$ cat src/design/scflg_pkg.sv
/*
 * scflg_pkg: offsets, field positions, reset values and etu
 * delay counts for the smart card status flag block.
 * Assumes one system clock and a half-etu tick from the
 * bit-rate generator outside.
 */
package scflg_pkg;
   // -----------------------------------------------------------------
   // register offsets
   // -----------------------------------------------------------------
   localparam logic [2:0] OFF_STATUS  = 3'h0;
   localparam logic [2:0] OFF_CTRL    = 3'h1;
   localparam logic [2:0] OFF_TXHOLD  = 3'h2;
   localparam logic [2:0] OFF_RXHOLD  = 3'h3;
   localparam logic [2:0] OFF_IRQSTAT = 3'h4;
   localparam logic [2:0] OFF_IRQMASK = 3'h5;
   // -----------------------------------------------------------------
   // status field positions
   // -----------------------------------------------------------------
   localparam int B_TX_HOLDING_EMPTY = 7;
   localparam int B_RX_HOLDING_FULL = 6;
   localparam int B_ERS  = 4;
   localparam int B_PER  = 3;
   localparam int B_TRANSMIT_FINISHED_FLAG = 2;
   localparam int B_MPB  = 1;
   localparam int B_MULTIPROC_TX_BIT = 0;
   // -----------------------------------------------------------------
   // control field positions
   // -----------------------------------------------------------------
   localparam int C_TXON  = 0;
   localparam int C_RXON  = 1;
   localparam int C_GUARD = 2;
   localparam int C_BLOCK = 3;
   // -----------------------------------------------------------------
   // interrupt event positions
   // -----------------------------------------------------------------
   localparam int I_PER  = 0;
   localparam int I_TRANSMIT_FINISHED_FLAG = 1;
   localparam int I_ERS  = 2;
   localparam int I_RX_HOLDING_FULL = 3;
   // -----------------------------------------------------------------
   // reset values and delays in half-etu ticks
   // -----------------------------------------------------------------
   localparam logic [7:0] RST_BYTE  = 8'h00;
   localparam logic       RST_TRANSMIT_FINISHED_FLAG  = 1'b1;
   localparam logic       RST_TX_HOLDING_EMPTY  = 1'b1;
   localparam logic [2:0] HALF_2P5  = 3'h5;
   localparam logic [2:0] HALF_1P5  = 3'h3;
   localparam logic [2:0] HALF_1P0  = 3'h2;
   localparam logic [2:0] RST_CNT   = 3'h0;
   typedef enum logic [1:0] {
      T_IDLE  = 2'b01,
      T_COUNT = 2'b10
   } scflg_tstate_t;
endpackage

$ cat src/design/scflg_top.sv
/*
 * scflg_top: status flags of a serial channel in smart card
 * mode (parity fault, transmit finished, multiprocessor bits)
 * with a small register port and one level interrupt.
 * Assumes the receiver, transmitter and bit-rate generator sit
 * outside and pulse their events synchronously to CLK_I.
 */
`timescale 1ns/1ps
// What this block does
// - parity error sets parity fault flag bit 3
// - errored char still stored, rx full not set
// - no char stored while parity fault set
// - parity fault cleared by write 0 after read
// - receiver disable leaves parity fault alone
// - transmit finished bit 2, read only, reset one
// - finished set when tx off or timed check
// - no guard, no block: 2.5 etu
// - no guard, block mode: 1.5 etu
// - guard mode: 1.0 etu always
// - finished cleared by clearing tx empty flag
// - etu equals one bit time for delays
// - multiproc rx bit reads zero, read only
// - writing one sets no flag but multiproc tx bit 0
// - low error signal sets error signal flag
// - tx empty set when tx off or loaded
module scflg_top (
   input  wire logic       CLK_I,
   input  wire logic       RST_I,
   input  wire logic       CE_I,
   input  wire logic [2:0] ADDR_I,
   input  wire logic [7:0] WDATA_I,
   input  wire logic       WE_I,
   input  wire logic       RE_I,
   input  wire logic       HALF_ETU_TICK_I,
   input  wire logic       TX_START_I,
   input  wire logic       TX_LOAD_I,
   input  wire logic       ERR_SAMPLE_I,
   input  wire logic       LINE_I,
   input  wire logic       RX_DONE_I,
   input  wire logic       RX_PAR_ERR_I,
   input  wire logic [7:0] RX_CHAR_I,
   output logic      [7:0] RDATA_O,
   output logic      [7:0] TX_CHAR_O,
   output logic            TX_ON_O,
   output logic            RX_ON_O,
   output logic            GUARD_O,
   output logic            BLOCK_O,
   output logic            IRQ_O
);
   import scflg_pkg::*;

   function automatic logic hit(input logic [2:0] a, input logic [2:0] off);
      return a == off;
   endfunction

   // -----------------------------------------------------------------
   // state
   // -----------------------------------------------------------------
   logic          par_q;
   logic          transmit_finished_flag_q;
   logic          ers_q;
   logic          rx_holding_full_q;
   logic          tx_holding_empty_q;
   logic          multiproc_tx_bit_q;
   logic [7:0]    armed_q;
   logic [7:0]    ctrl_q;
   logic [7:0]    txh_q;
   logic [7:0]    rxh_q;
   logic [3:0]    isr_q;
   logic [3:0]    imr_q;
   logic [2:0]    cnt_q;
   scflg_tstate_t ts_q;
   logic [7:0]    status;
   logic          wr_st;
   logic          clr_par;
   logic          clr_ers;
   logic          clr_rx_holding_full;
   logic          clr_tx_holding_empty;
   logic          rx_take;
   logic          set_par;
   logic          set_rx_holding_full;
   logic          set_ers;
   logic          time_up;
   logic          set_transmit_finished_flag;
   logic [2:0]    target;

   // -----------------------------------------------------------------
   // status image and clear decode
   // -----------------------------------------------------------------
   always_comb begin
      status         = RST_BYTE;
      status[B_TX_HOLDING_EMPTY] = tx_holding_empty_q;
      status[B_RX_HOLDING_FULL] = rx_holding_full_q;
      status[B_ERS]  = ers_q;
      status[B_PER]  = par_q;
      status[B_TRANSMIT_FINISHED_FLAG] = transmit_finished_flag_q;
      status[B_MPB]  = 1'b0;
      status[B_MULTIPROC_TX_BIT] = multiproc_tx_bit_q;
   end

   assign wr_st = WE_I && hit(ADDR_I, OFF_STATUS);
   // a one written never sets; zero clears only once read as one
   assign clr_par  = wr_st && !WDATA_I[B_PER] && armed_q[B_PER];
   assign clr_ers  = wr_st && !WDATA_I[B_ERS] && armed_q[B_ERS];
   assign clr_rx_holding_full = wr_st && !WDATA_I[B_RX_HOLDING_FULL] && armed_q[B_RX_HOLDING_FULL];
   assign clr_tx_holding_empty = wr_st && !WDATA_I[B_TX_HOLDING_EMPTY] && armed_q[B_TX_HOLDING_EMPTY];

   // -----------------------------------------------------------------
   // receive side
   // -----------------------------------------------------------------
   // receiver enable gates new events only, never the flag itself
   assign rx_take  = RX_DONE_I && ctrl_q[C_RXON] && !par_q;
   assign set_par  = rx_take && RX_PAR_ERR_I;
   assign set_rx_holding_full = rx_take && !RX_PAR_ERR_I;

   always_ff @(posedge CLK_I or posedge RST_I) begin
      if (RST_I) begin
         rxh_q <= RST_BYTE;
      end else if (CE_I && rx_take) begin
         rxh_q <= RX_CHAR_I;
      end
   end

   always_ff @(posedge CLK_I or posedge RST_I) begin
      if (RST_I) begin
         par_q <= 1'b0;
      end else if (CE_I) begin
         if (set_par) begin
            par_q <= 1'b1;
         end else if (clr_par) begin
            par_q <= 1'b0;
         end
      end
   end

   always_ff @(posedge CLK_I or posedge RST_I) begin
      if (RST_I) begin
         rx_holding_full_q <= 1'b0;
      end else if (CE_I) begin
         if (set_rx_holding_full) begin
            rx_holding_full_q <= 1'b1;
         end else if (clr_rx_holding_full) begin
            rx_holding_full_q <= 1'b0;
         end
      end
   end

   // -----------------------------------------------------------------
   // error signal and transmit empty
   // -----------------------------------------------------------------
   assign set_ers = ERR_SAMPLE_I && !LINE_I;

   always_ff @(posedge CLK_I or posedge RST_I) begin
      if (RST_I) begin
         ers_q <= 1'b0;
      end else if (CE_I) begin
         if (set_ers) begin
            ers_q <= 1'b1;
         end else if (clr_ers) begin
            ers_q <= 1'b0;
         end
      end
   end

   always_ff @(posedge CLK_I or posedge RST_I) begin
      if (RST_I) begin
         tx_holding_empty_q <= RST_TX_HOLDING_EMPTY;
      end else if (CE_I) begin
         if (!ctrl_q[C_TXON] || TX_LOAD_I) begin
            tx_holding_empty_q <= 1'b1;
         end else if (clr_tx_holding_empty) begin
            tx_holding_empty_q <= 1'b0;
         end
      end
   end

   // -----------------------------------------------------------------
   // transmit finished timing
   // -----------------------------------------------------------------
   // delays counted in half etu so 2.5 and 1.5 stay exact
   always_comb begin
      if (ctrl_q[C_GUARD]) begin
         target = HALF_1P0;
      end else if (ctrl_q[C_BLOCK]) begin
         target = HALF_1P5;
      end else begin
         target = HALF_2P5;
      end
   end

   assign time_up  = (ts_q == T_COUNT) && HALF_ETU_TICK_I && (cnt_q + 3'h1 == target);
   assign set_transmit_finished_flag = !ctrl_q[C_TXON] || (time_up && !ers_q && tx_holding_empty_q);

   always_ff @(posedge CLK_I or posedge RST_I) begin
      if (RST_I) begin
         ts_q  <= T_IDLE;
         cnt_q <= RST_CNT;
      end else if (CE_I) begin
         if (TX_START_I && ctrl_q[C_TXON]) begin
            ts_q  <= T_COUNT;
            cnt_q <= RST_CNT;
         end else begin
            unique case (ts_q)
               T_IDLE: begin
                  cnt_q <= RST_CNT;
               end
               T_COUNT: begin
                  if (!ctrl_q[C_TXON] || time_up) begin
                     ts_q <= T_IDLE;
                  end else if (HALF_ETU_TICK_I) begin
                     cnt_q <= cnt_q + 3'h1;
                  end
               end
               default: begin
                  ts_q <= T_IDLE;
               end
            endcase
         end
      end
   end

   always_ff @(posedge CLK_I or posedge RST_I) begin
      if (RST_I) begin
         transmit_finished_flag_q <= RST_TRANSMIT_FINISHED_FLAG;
      end else if (CE_I) begin
         if (set_transmit_finished_flag) begin
            transmit_finished_flag_q <= 1'b1;
         end else if (clr_tx_holding_empty) begin
            transmit_finished_flag_q <= 1'b0;
         end
      end
   end

   // -----------------------------------------------------------------
   // software registers
   // -----------------------------------------------------------------
   always_ff @(posedge CLK_I or posedge RST_I) begin
      if (RST_I) begin
         armed_q <= RST_BYTE;
      end else if (CE_I) begin
         if (RE_I && hit(ADDR_I, OFF_STATUS)) begin
            armed_q <= status;
         end else if (wr_st) begin
            armed_q <= RST_BYTE;
         end
      end
   end

   always_ff @(posedge CLK_I or posedge RST_I) begin
      if (RST_I) begin
         multiproc_tx_bit_q <= 1'b0;
      end else if (CE_I && wr_st) begin
         // plain storage; software keeps it at zero here
         multiproc_tx_bit_q <= WDATA_I[B_MULTIPROC_TX_BIT];
      end
   end

   always_ff @(posedge CLK_I or posedge RST_I) begin
      if (RST_I) begin
         ctrl_q <= RST_BYTE;
         txh_q  <= RST_BYTE;
         imr_q  <= 4'h0;
      end else if (CE_I && WE_I) begin
         if (hit(ADDR_I, OFF_CTRL)) begin
            ctrl_q <= {4'h0, WDATA_I[3:0]};
         end
         if (hit(ADDR_I, OFF_TXHOLD)) begin
            txh_q <= WDATA_I;
         end
         if (hit(ADDR_I, OFF_IRQMASK)) begin
            imr_q <= WDATA_I[3:0];
         end
      end
   end

   // -----------------------------------------------------------------
   // interrupt status, one written clears, new event wins
   // -----------------------------------------------------------------
   logic [3:0] ev;
   logic [3:0] w1c;
   assign ev[I_PER]  = set_par;
   assign ev[I_TRANSMIT_FINISHED_FLAG] = set_transmit_finished_flag && !transmit_finished_flag_q;
   assign ev[I_ERS]  = set_ers;
   assign ev[I_RX_HOLDING_FULL] = set_rx_holding_full;
   assign w1c = (WE_I && hit(ADDR_I, OFF_IRQSTAT)) ? WDATA_I[3:0] : 4'h0;

   always_ff @(posedge CLK_I or posedge RST_I) begin
      if (RST_I) begin
         isr_q <= 4'h0;
         IRQ_O <= 1'b0;
      end else if (CE_I) begin
         isr_q <= ev | (isr_q & ~w1c);
         IRQ_O <= |((ev | (isr_q & ~w1c)) & imr_q);
      end
   end

   // -----------------------------------------------------------------
   // read data and registered outputs
   // -----------------------------------------------------------------
   always_ff @(posedge CLK_I or posedge RST_I) begin
      if (RST_I) begin
         RDATA_O <= RST_BYTE;
      end else if (CE_I) begin
         RDATA_O <= RST_BYTE;
         if (RE_I) begin
            unique case (ADDR_I)
               OFF_STATUS:  RDATA_O <= status;
               OFF_CTRL:    RDATA_O <= ctrl_q;
               OFF_TXHOLD:  RDATA_O <= txh_q;
               OFF_RXHOLD:  RDATA_O <= rxh_q;
               OFF_IRQSTAT: RDATA_O <= {4'h0, isr_q};
               OFF_IRQMASK: RDATA_O <= {4'h0, imr_q};
               default:     RDATA_O <= RST_BYTE;
            endcase
         end
      end
   end

   always_ff @(posedge CLK_I or posedge RST_I) begin
      if (RST_I) begin
         TX_CHAR_O <= RST_BYTE;
         TX_ON_O   <= 1'b0;
         RX_ON_O   <= 1'b0;
         GUARD_O   <= 1'b0;
         BLOCK_O   <= 1'b0;
      end else if (CE_I) begin
         TX_CHAR_O <= txh_q;
         TX_ON_O   <= ctrl_q[C_TXON];
         RX_ON_O   <= ctrl_q[C_RXON];
         GUARD_O   <= ctrl_q[C_GUARD];
         BLOCK_O   <= ctrl_q[C_BLOCK];
      end
   end

endmodule // scflg_top

$ cat config.mk
export PLATFORM = sky130hd
export DESIGN_NAME = scflg_top
export DESIGN_NICKNAME = d
export VERILOG_FILES = /design/src/design/scflg_pkg.sv /design/src/design/scflg_top.sv
export SDC_FILE = /design/constraint.sdc
export NUM_CORES = 1
export LEC_CHECK = 0
export ABC_AREA = 1
export BUFFER_PORTS_ARGS = -buffer_cell sky130_fd_sc_hd__clkbuf_2
export CELL_PAD_IN_SITES_DETAIL_PLACEMENT = 0
export CELL_PAD_IN_SITES_GLOBAL_PLACEMENT = 1
export CORE_MARGIN = 2
export CORE_UTILIZATION = 41
export DETAILED_ROUTE_END_ITERATION = 7
export PLACE_DENSITY_LB_ADDON = 0.1
export SLEW_MARGIN = 20
export SYNTH_ARGS = -nofsm -noshare
export SYNTH_HDL_FRONTEND = slang
export SYNTH_SLANG_ARGS = --single-unit
$ cat constraint.sdc
create_clock -name CLK_I -period 2.1 [get_ports CLK_I]
set_input_delay 0.105 -clock CLK_I [delete_from_list [all_inputs] [get_ports CLK_I]]
set_output_delay 0.105 -clock CLK_I [all_outputs]
set_load 0.02 [all_outputs]
# Word-level counts from Yosys, hierarchy flattened
# Index checks and enable logic that the tools add are counted.
# classes
addsub,1
n_eq_ne,12
reduce_logical,58
bitwise_logic,4
mux,23
# op_table
op,count
$pmux 8 s6,1
$logic_and 1x1->1,25
$mux 8,3
$reduce_and 2->1,9
$mux 3,5
$reduce_bool 2->1,6
$logic_not 1->1,10
$mux 1,9
$and 4x4->4,2
$eq 3x2->1 const B,2
$eq 3x3->1 const B,2
$pmux 3 s2,1
$mux 2,2
$mux 4,1
$not 4->4,1
$or 4x4->4,1
$pmux 2 s2,1
$reduce_and 4->1,1
$reduce_or 4->1,1
$add 3x1->3 const B,1
$eq 3x1->1 const B,1
$eq 3x3->1,1
$logic_not 3->1,1
$logic_or 1x1->1,3
other kinds (8),8
# word_totals
out_inout_bits,21
ff_bits,68

# Longest topological paths before layout
# depth
word_depth,11
mapped_depth,12
mapped_depth_nobuf,12

# Worst setup path after synthesis
# Ideal clock, no wire load.
# synth_timing
kind,register to register
from,reg cnt_q[0]
to,reg cnt_q[0]
stages_incl_launch_ff,12
setup_ns,0.117
period_less_slack_ns,1.419
setup_slack_ns,0.681
path_buffers,0
arrival_ns,1.303
required_time_ns,1.983
cell_sequence,dfrtp_1 ha_1 inv_1 nor2_1 nand2_1 nand2_1 nand2_1 nand3_1 nand3_2 nand2_1 nand2_1 nand2_1
# synth_between
elab_chain_cells,6
elab_cells_between_ends,10
classes_between,add/sub (1); eq/ne (2); mux (4); reduce/logical (3)
# synth_rtl
item,line_no,source
"start, declared",scflg_top.sv:71,logic [2:0] cnt_q;
"start signal, assigned",scflg_top.sv:211,cnt_q <= cnt_q + 3'h1;
$add 3x1->3 (*),"scflg_top.sv:191, scflg_top.sv:211",
$eq 3x3->1,scflg_top.sv:191,assign time_up = (ts_q == T_COUNT) && HALF_ETU_TICK_I && (cnt_q + 3'h1 == target);
$logic_and 1x1->1,scflg_top.sv:191,
$logic_or 1x1->1,scflg_top.sv:208,if (!ctrl_q[C_TXON] || time_up) begin
$ne 3x3->1 (no source line),--,
$reduce_and 4->1 (no source line),--,
# Mark *: on every way between the ends. The rest lies on a longest branch, timed or not. The select of a mux whose other input is x is not followed.
# A chain may end at the register's enable or synchronous reset.

# Worst setup path in the final report
# Ends and elaborated chain as after synthesis.

==> summary.txt <==
Yosys
  • Most area-consuming cells after synthesis: dfrtp_1 51%, nand2_1 15%, o21ai_0 7.0%
  • Area leader, netlist: dfrtp_1
  • Synth top area share: slightly above 50%
  • Sequential element share of the synthesized area: 53.2%
  • Syn Inst Count: around 370
  • Syn avg cell area: roughly 8.2 sq um
  • Most frequent cells after synthesis: 122 x nand2_1, 61 x dfrtp_1, 46 x inv_1
  • EDFF count, synth: 0
  • Post-Syn Nets: approximately 400
  • Ys async rst share: between 90% and 100%
  • Yosys warning total: 0
  • Distinct cells, synth: 33
  • Mapped cell area: 0.00302 sq mm
  • Main synth FF type: dfrtp_1
  • Seq cells post-synth: 64
  • Count leader, synth: nand2_1

Route
  • Post-route DRC: 0
  • Starting DRC count in detailed routing: between 100 and 150
  • Drt wl/cell: around 14 um
  • Antenna Nets Post-Route: 0
  • Drt pass-1 iters: 4
  • Routed wire length: 7.64 mm
  • Total number of vias: 2619
  • Vias per inst: between 4 and 5

STA
  • Sum Neg Setup Slack: 0 ns
  • Final period utilization: roughly three quarters
  • Fin crit period: approximately 1.6 ns
  • Final setup viols: 0
  • Setup Skew: 0.00280 ns
  • Slew headroom: roughly 65%
  • Worst-margin pin slew: 0.530 ns
  • RSZ-0062 raised after global routing: no
  • Final Max Tran Viols: 0
  • Fin. Hold Viols: 0
  • Max Freq: between 0.6 and 0.7 GHz

Clocking
  • Clock-pin transition on the worst setup and hold timing paths: approximately 0.07 ns
  • Clock buffer count from CTS: 9
  • CTS root buffer: clkbuf_8
  • CTS Buffer Depth: 2
  • H-tree depth: 3
  • Post-cts sizing count: 0
  • Hold-fix buffers, CTS: 11
  • Worst-skew pair later-pin latency: ~0.34 ns
  • Post-CTS Setup Bufs: 0
  • CTS tree: yes
  • Clock sink count: 64

Placed design
  • Port Buffer Count: 51
  • Detailed placement HPWL: approximately 5.6 mm
  • GP Congestion: 0.817
  • Post-Place Cell Area: 0.00341 sq mm

Cells and area
  • Share of post-route cells with drive strength above 1: between 20% and 30%
  • Ant. Diodes: 0
  • Layout area overhead: 23.2%
  • Nets: ~470
  • Final instance area: 0.00372 sq mm
  • Fill cells: ~740

Flow run
  • Max Cap Violations: 0

Die
  • IO Pins: 52
  • DIE HEIGHT: 89.8 um
  • Standard-cell rows: 31
  • Die area: 0.00807 sq mm
  • Initial Utilization: 42.1%
  • Die X: roughly 90 um
  • Core area: roughly 0.007 sq mm

GRT
  • First-pass GRT wire length: between 10 and 15 mm
  • Vias in the first global route: roughly 2.6k
  • Antenna violations before repair: 0
  • Largest net degree at the start of global routing: 42
  • GR Overflow Total: 0
  • GRT Total Usage: approximately a fifth

Pwr
  • Leak Pwr: between 0.0015 and 0.002 uW
  • Max VDD drop: between 400 and 500 uV
  • Cell area power density: slightly below 1000 mW/mm^2

Setup path
  • CP top delay family: simple AND/OR/NAND/NOR gates
  • Max stage delay on crit path: roughly 0.43 ns
  • Crit Path Max Fanout: 4
  • Buf/Inv on CP: 1
  • Type of the worst setup path: reg2reg
  • CP max-delay cell: dfrtp_1
  • CP Data Required Time: 2.34 ns
  • CP Data Arrival Time: 1.80 ns
  • CP endpoint kind: flop
  • Worst-path cell chain: ha_1 -> inv_1 -> nor2_1 -> nand2_1 -> nand2_1 -> nand2_1 -> nand3_1 -> nand3_2 -> nand2_1 -> nand2_1 -> nand2_1
  • Most common cell on crit path: nand2_1
  • Crit start category: flop

Worst hold path
  • Worst Hold Class: in2reg

Run status
  • Outcome: complete, no violations
[worst paths after layout]
path	from	to	slack, ns	depth (start not counted)
setup / recovery	cnt_q[0]$_DFFE_PP0P_	cnt_q[0]$_DFFE_PP0P_	0.54	11
hold / removal	TX_LOAD_I	tx_holding_empty_q$_DFFE_PP1P_	0.02	3
setup reg to reg	cnt_q[0]$_DFFE_PP0P_	cnt_q[0]$_DFFE_PP0P_	0.54	11
hold reg to reg	TX_CHAR_O[0]$_DFFE_PP0P_	TX_CHAR_O[0]$_DFFE_PP0P_	0.47	2
max in group asynchronous	RST_I	ts_q[0]$_DFFE_PP1P_	1.11	4
min in group asynchronous	RST_I	TX_CHAR_O[6]$_DFFE_PP0P_	0.33	3
[state kept, by name, summed over array words and instances (netlist names)]
register                  flops
BLOCK_O                       1
GUARD_O                       1
IRQ_O                         1
RDATA_O                       8
RX_ON_O                       1
TX_CHAR_O                     8
TX_ON_O                       1
armed_q                       4
cnt_q                         3
ctrl_q                        4
ers_q                         1
imr_q                         4
isr_q                         4
multiproc_tx_bit_q            1
par_q                         1
rx_holding_full_q             1
rxh_q                         8
transmit_finished_flag_q      1
ts_q                          2
tx_holding_empty_q            1
txh_q                         8
[cells by family (layout without fill, tap and decap cells)]
logic type | count (synthesis) | in the layout | synth area share, %
buf+inv | 58 | 135 | 7.87
flops | 64 | 64 | 53.2
fa+ha+maj | 1 | 1 | 0.414
simple gates | 176 | 176 | 24.9
mux | 1 | 1 | 0.497
xor+xnor | 1 | 1 | 0.290
compound gates | 68 | 68 | 12.9
[per-layer routing]
layer	track usage (%)	vias up	share of wire, %
li1	-	1328	-
met1	29.2	1223	50
met2	31.0	55	44
met3	3.44	13	3.6
met4	10.0	0	2.4
met5	0	-	0
[placed cells by master (no fill, tap or decap), drive strengths merged]
master | Yosys | final
mux2 | 1 | 1
a21oi | 8 | 8
o22ai | 8 | 8
buf | 4 | 7
nand4 | 4 | 4
o21ai | 49 | 49
dfrtp | 61 | 61
nand2 | 125 | 125
nor2 | 21 | 21
xor2 | 1 | 1
or2 | 1 | 1
nand3 | 19 | 19
inv | 49 | 49
nor3 | 6 | 6
o31ai | 1 | 1
bufinv | 0 | 1
clkinv | 1 | 6
a22oi | 1 | 1
ha | 1 | 1
dfstp | 3 | 3
dlygate4sd3 | 0 | 11
clkbuf | 4 | 61
o2111ai | 1 | 1
[per-stage QoR]
stage	hold slack, ns	cells	util, %	setup WS (ns)	total power (uW)
2_1_floorplan	0.215	369	-	0.402	2240
3_3_place_gp	0.170	518	47.6	0.588	2500
3_5_place_dp	0.170	518	47.6	0.547	2520
4_1_cts	0.0114	545	51.8	0.539	3610
5_1_grt	0.0251	545	51.8	0.319	3820
6_report	0.0232	545	51.8	0.537	3570
[power breakdown]
group	internal (uW)	switching (uW)	total (uW)
Sequential	1530	165	1690
Combinational	300	511	811
Clock	574	497	1070
[tightest hold or removal path: cells and delay by family]
| family | cells | cell delay, ns |
|---|---|---|
| AOI/OAI and AO/OA | 2 | 0.14 |
| buffers and inverters | 1 | 0.09 |
[area by class of cell]
class	instances	area, sq um	area share [%]
sequential	64	1610	43.2
clock inverter	6	58.8	1.58
clock buffer	10	138	3.70
inverter	50	188	5.05
tap	99	124	3.33
timing repair buffer	69	430	11.6
multi-input combinational	247	1180	31.6
Power figures use the tool's default switching activity.
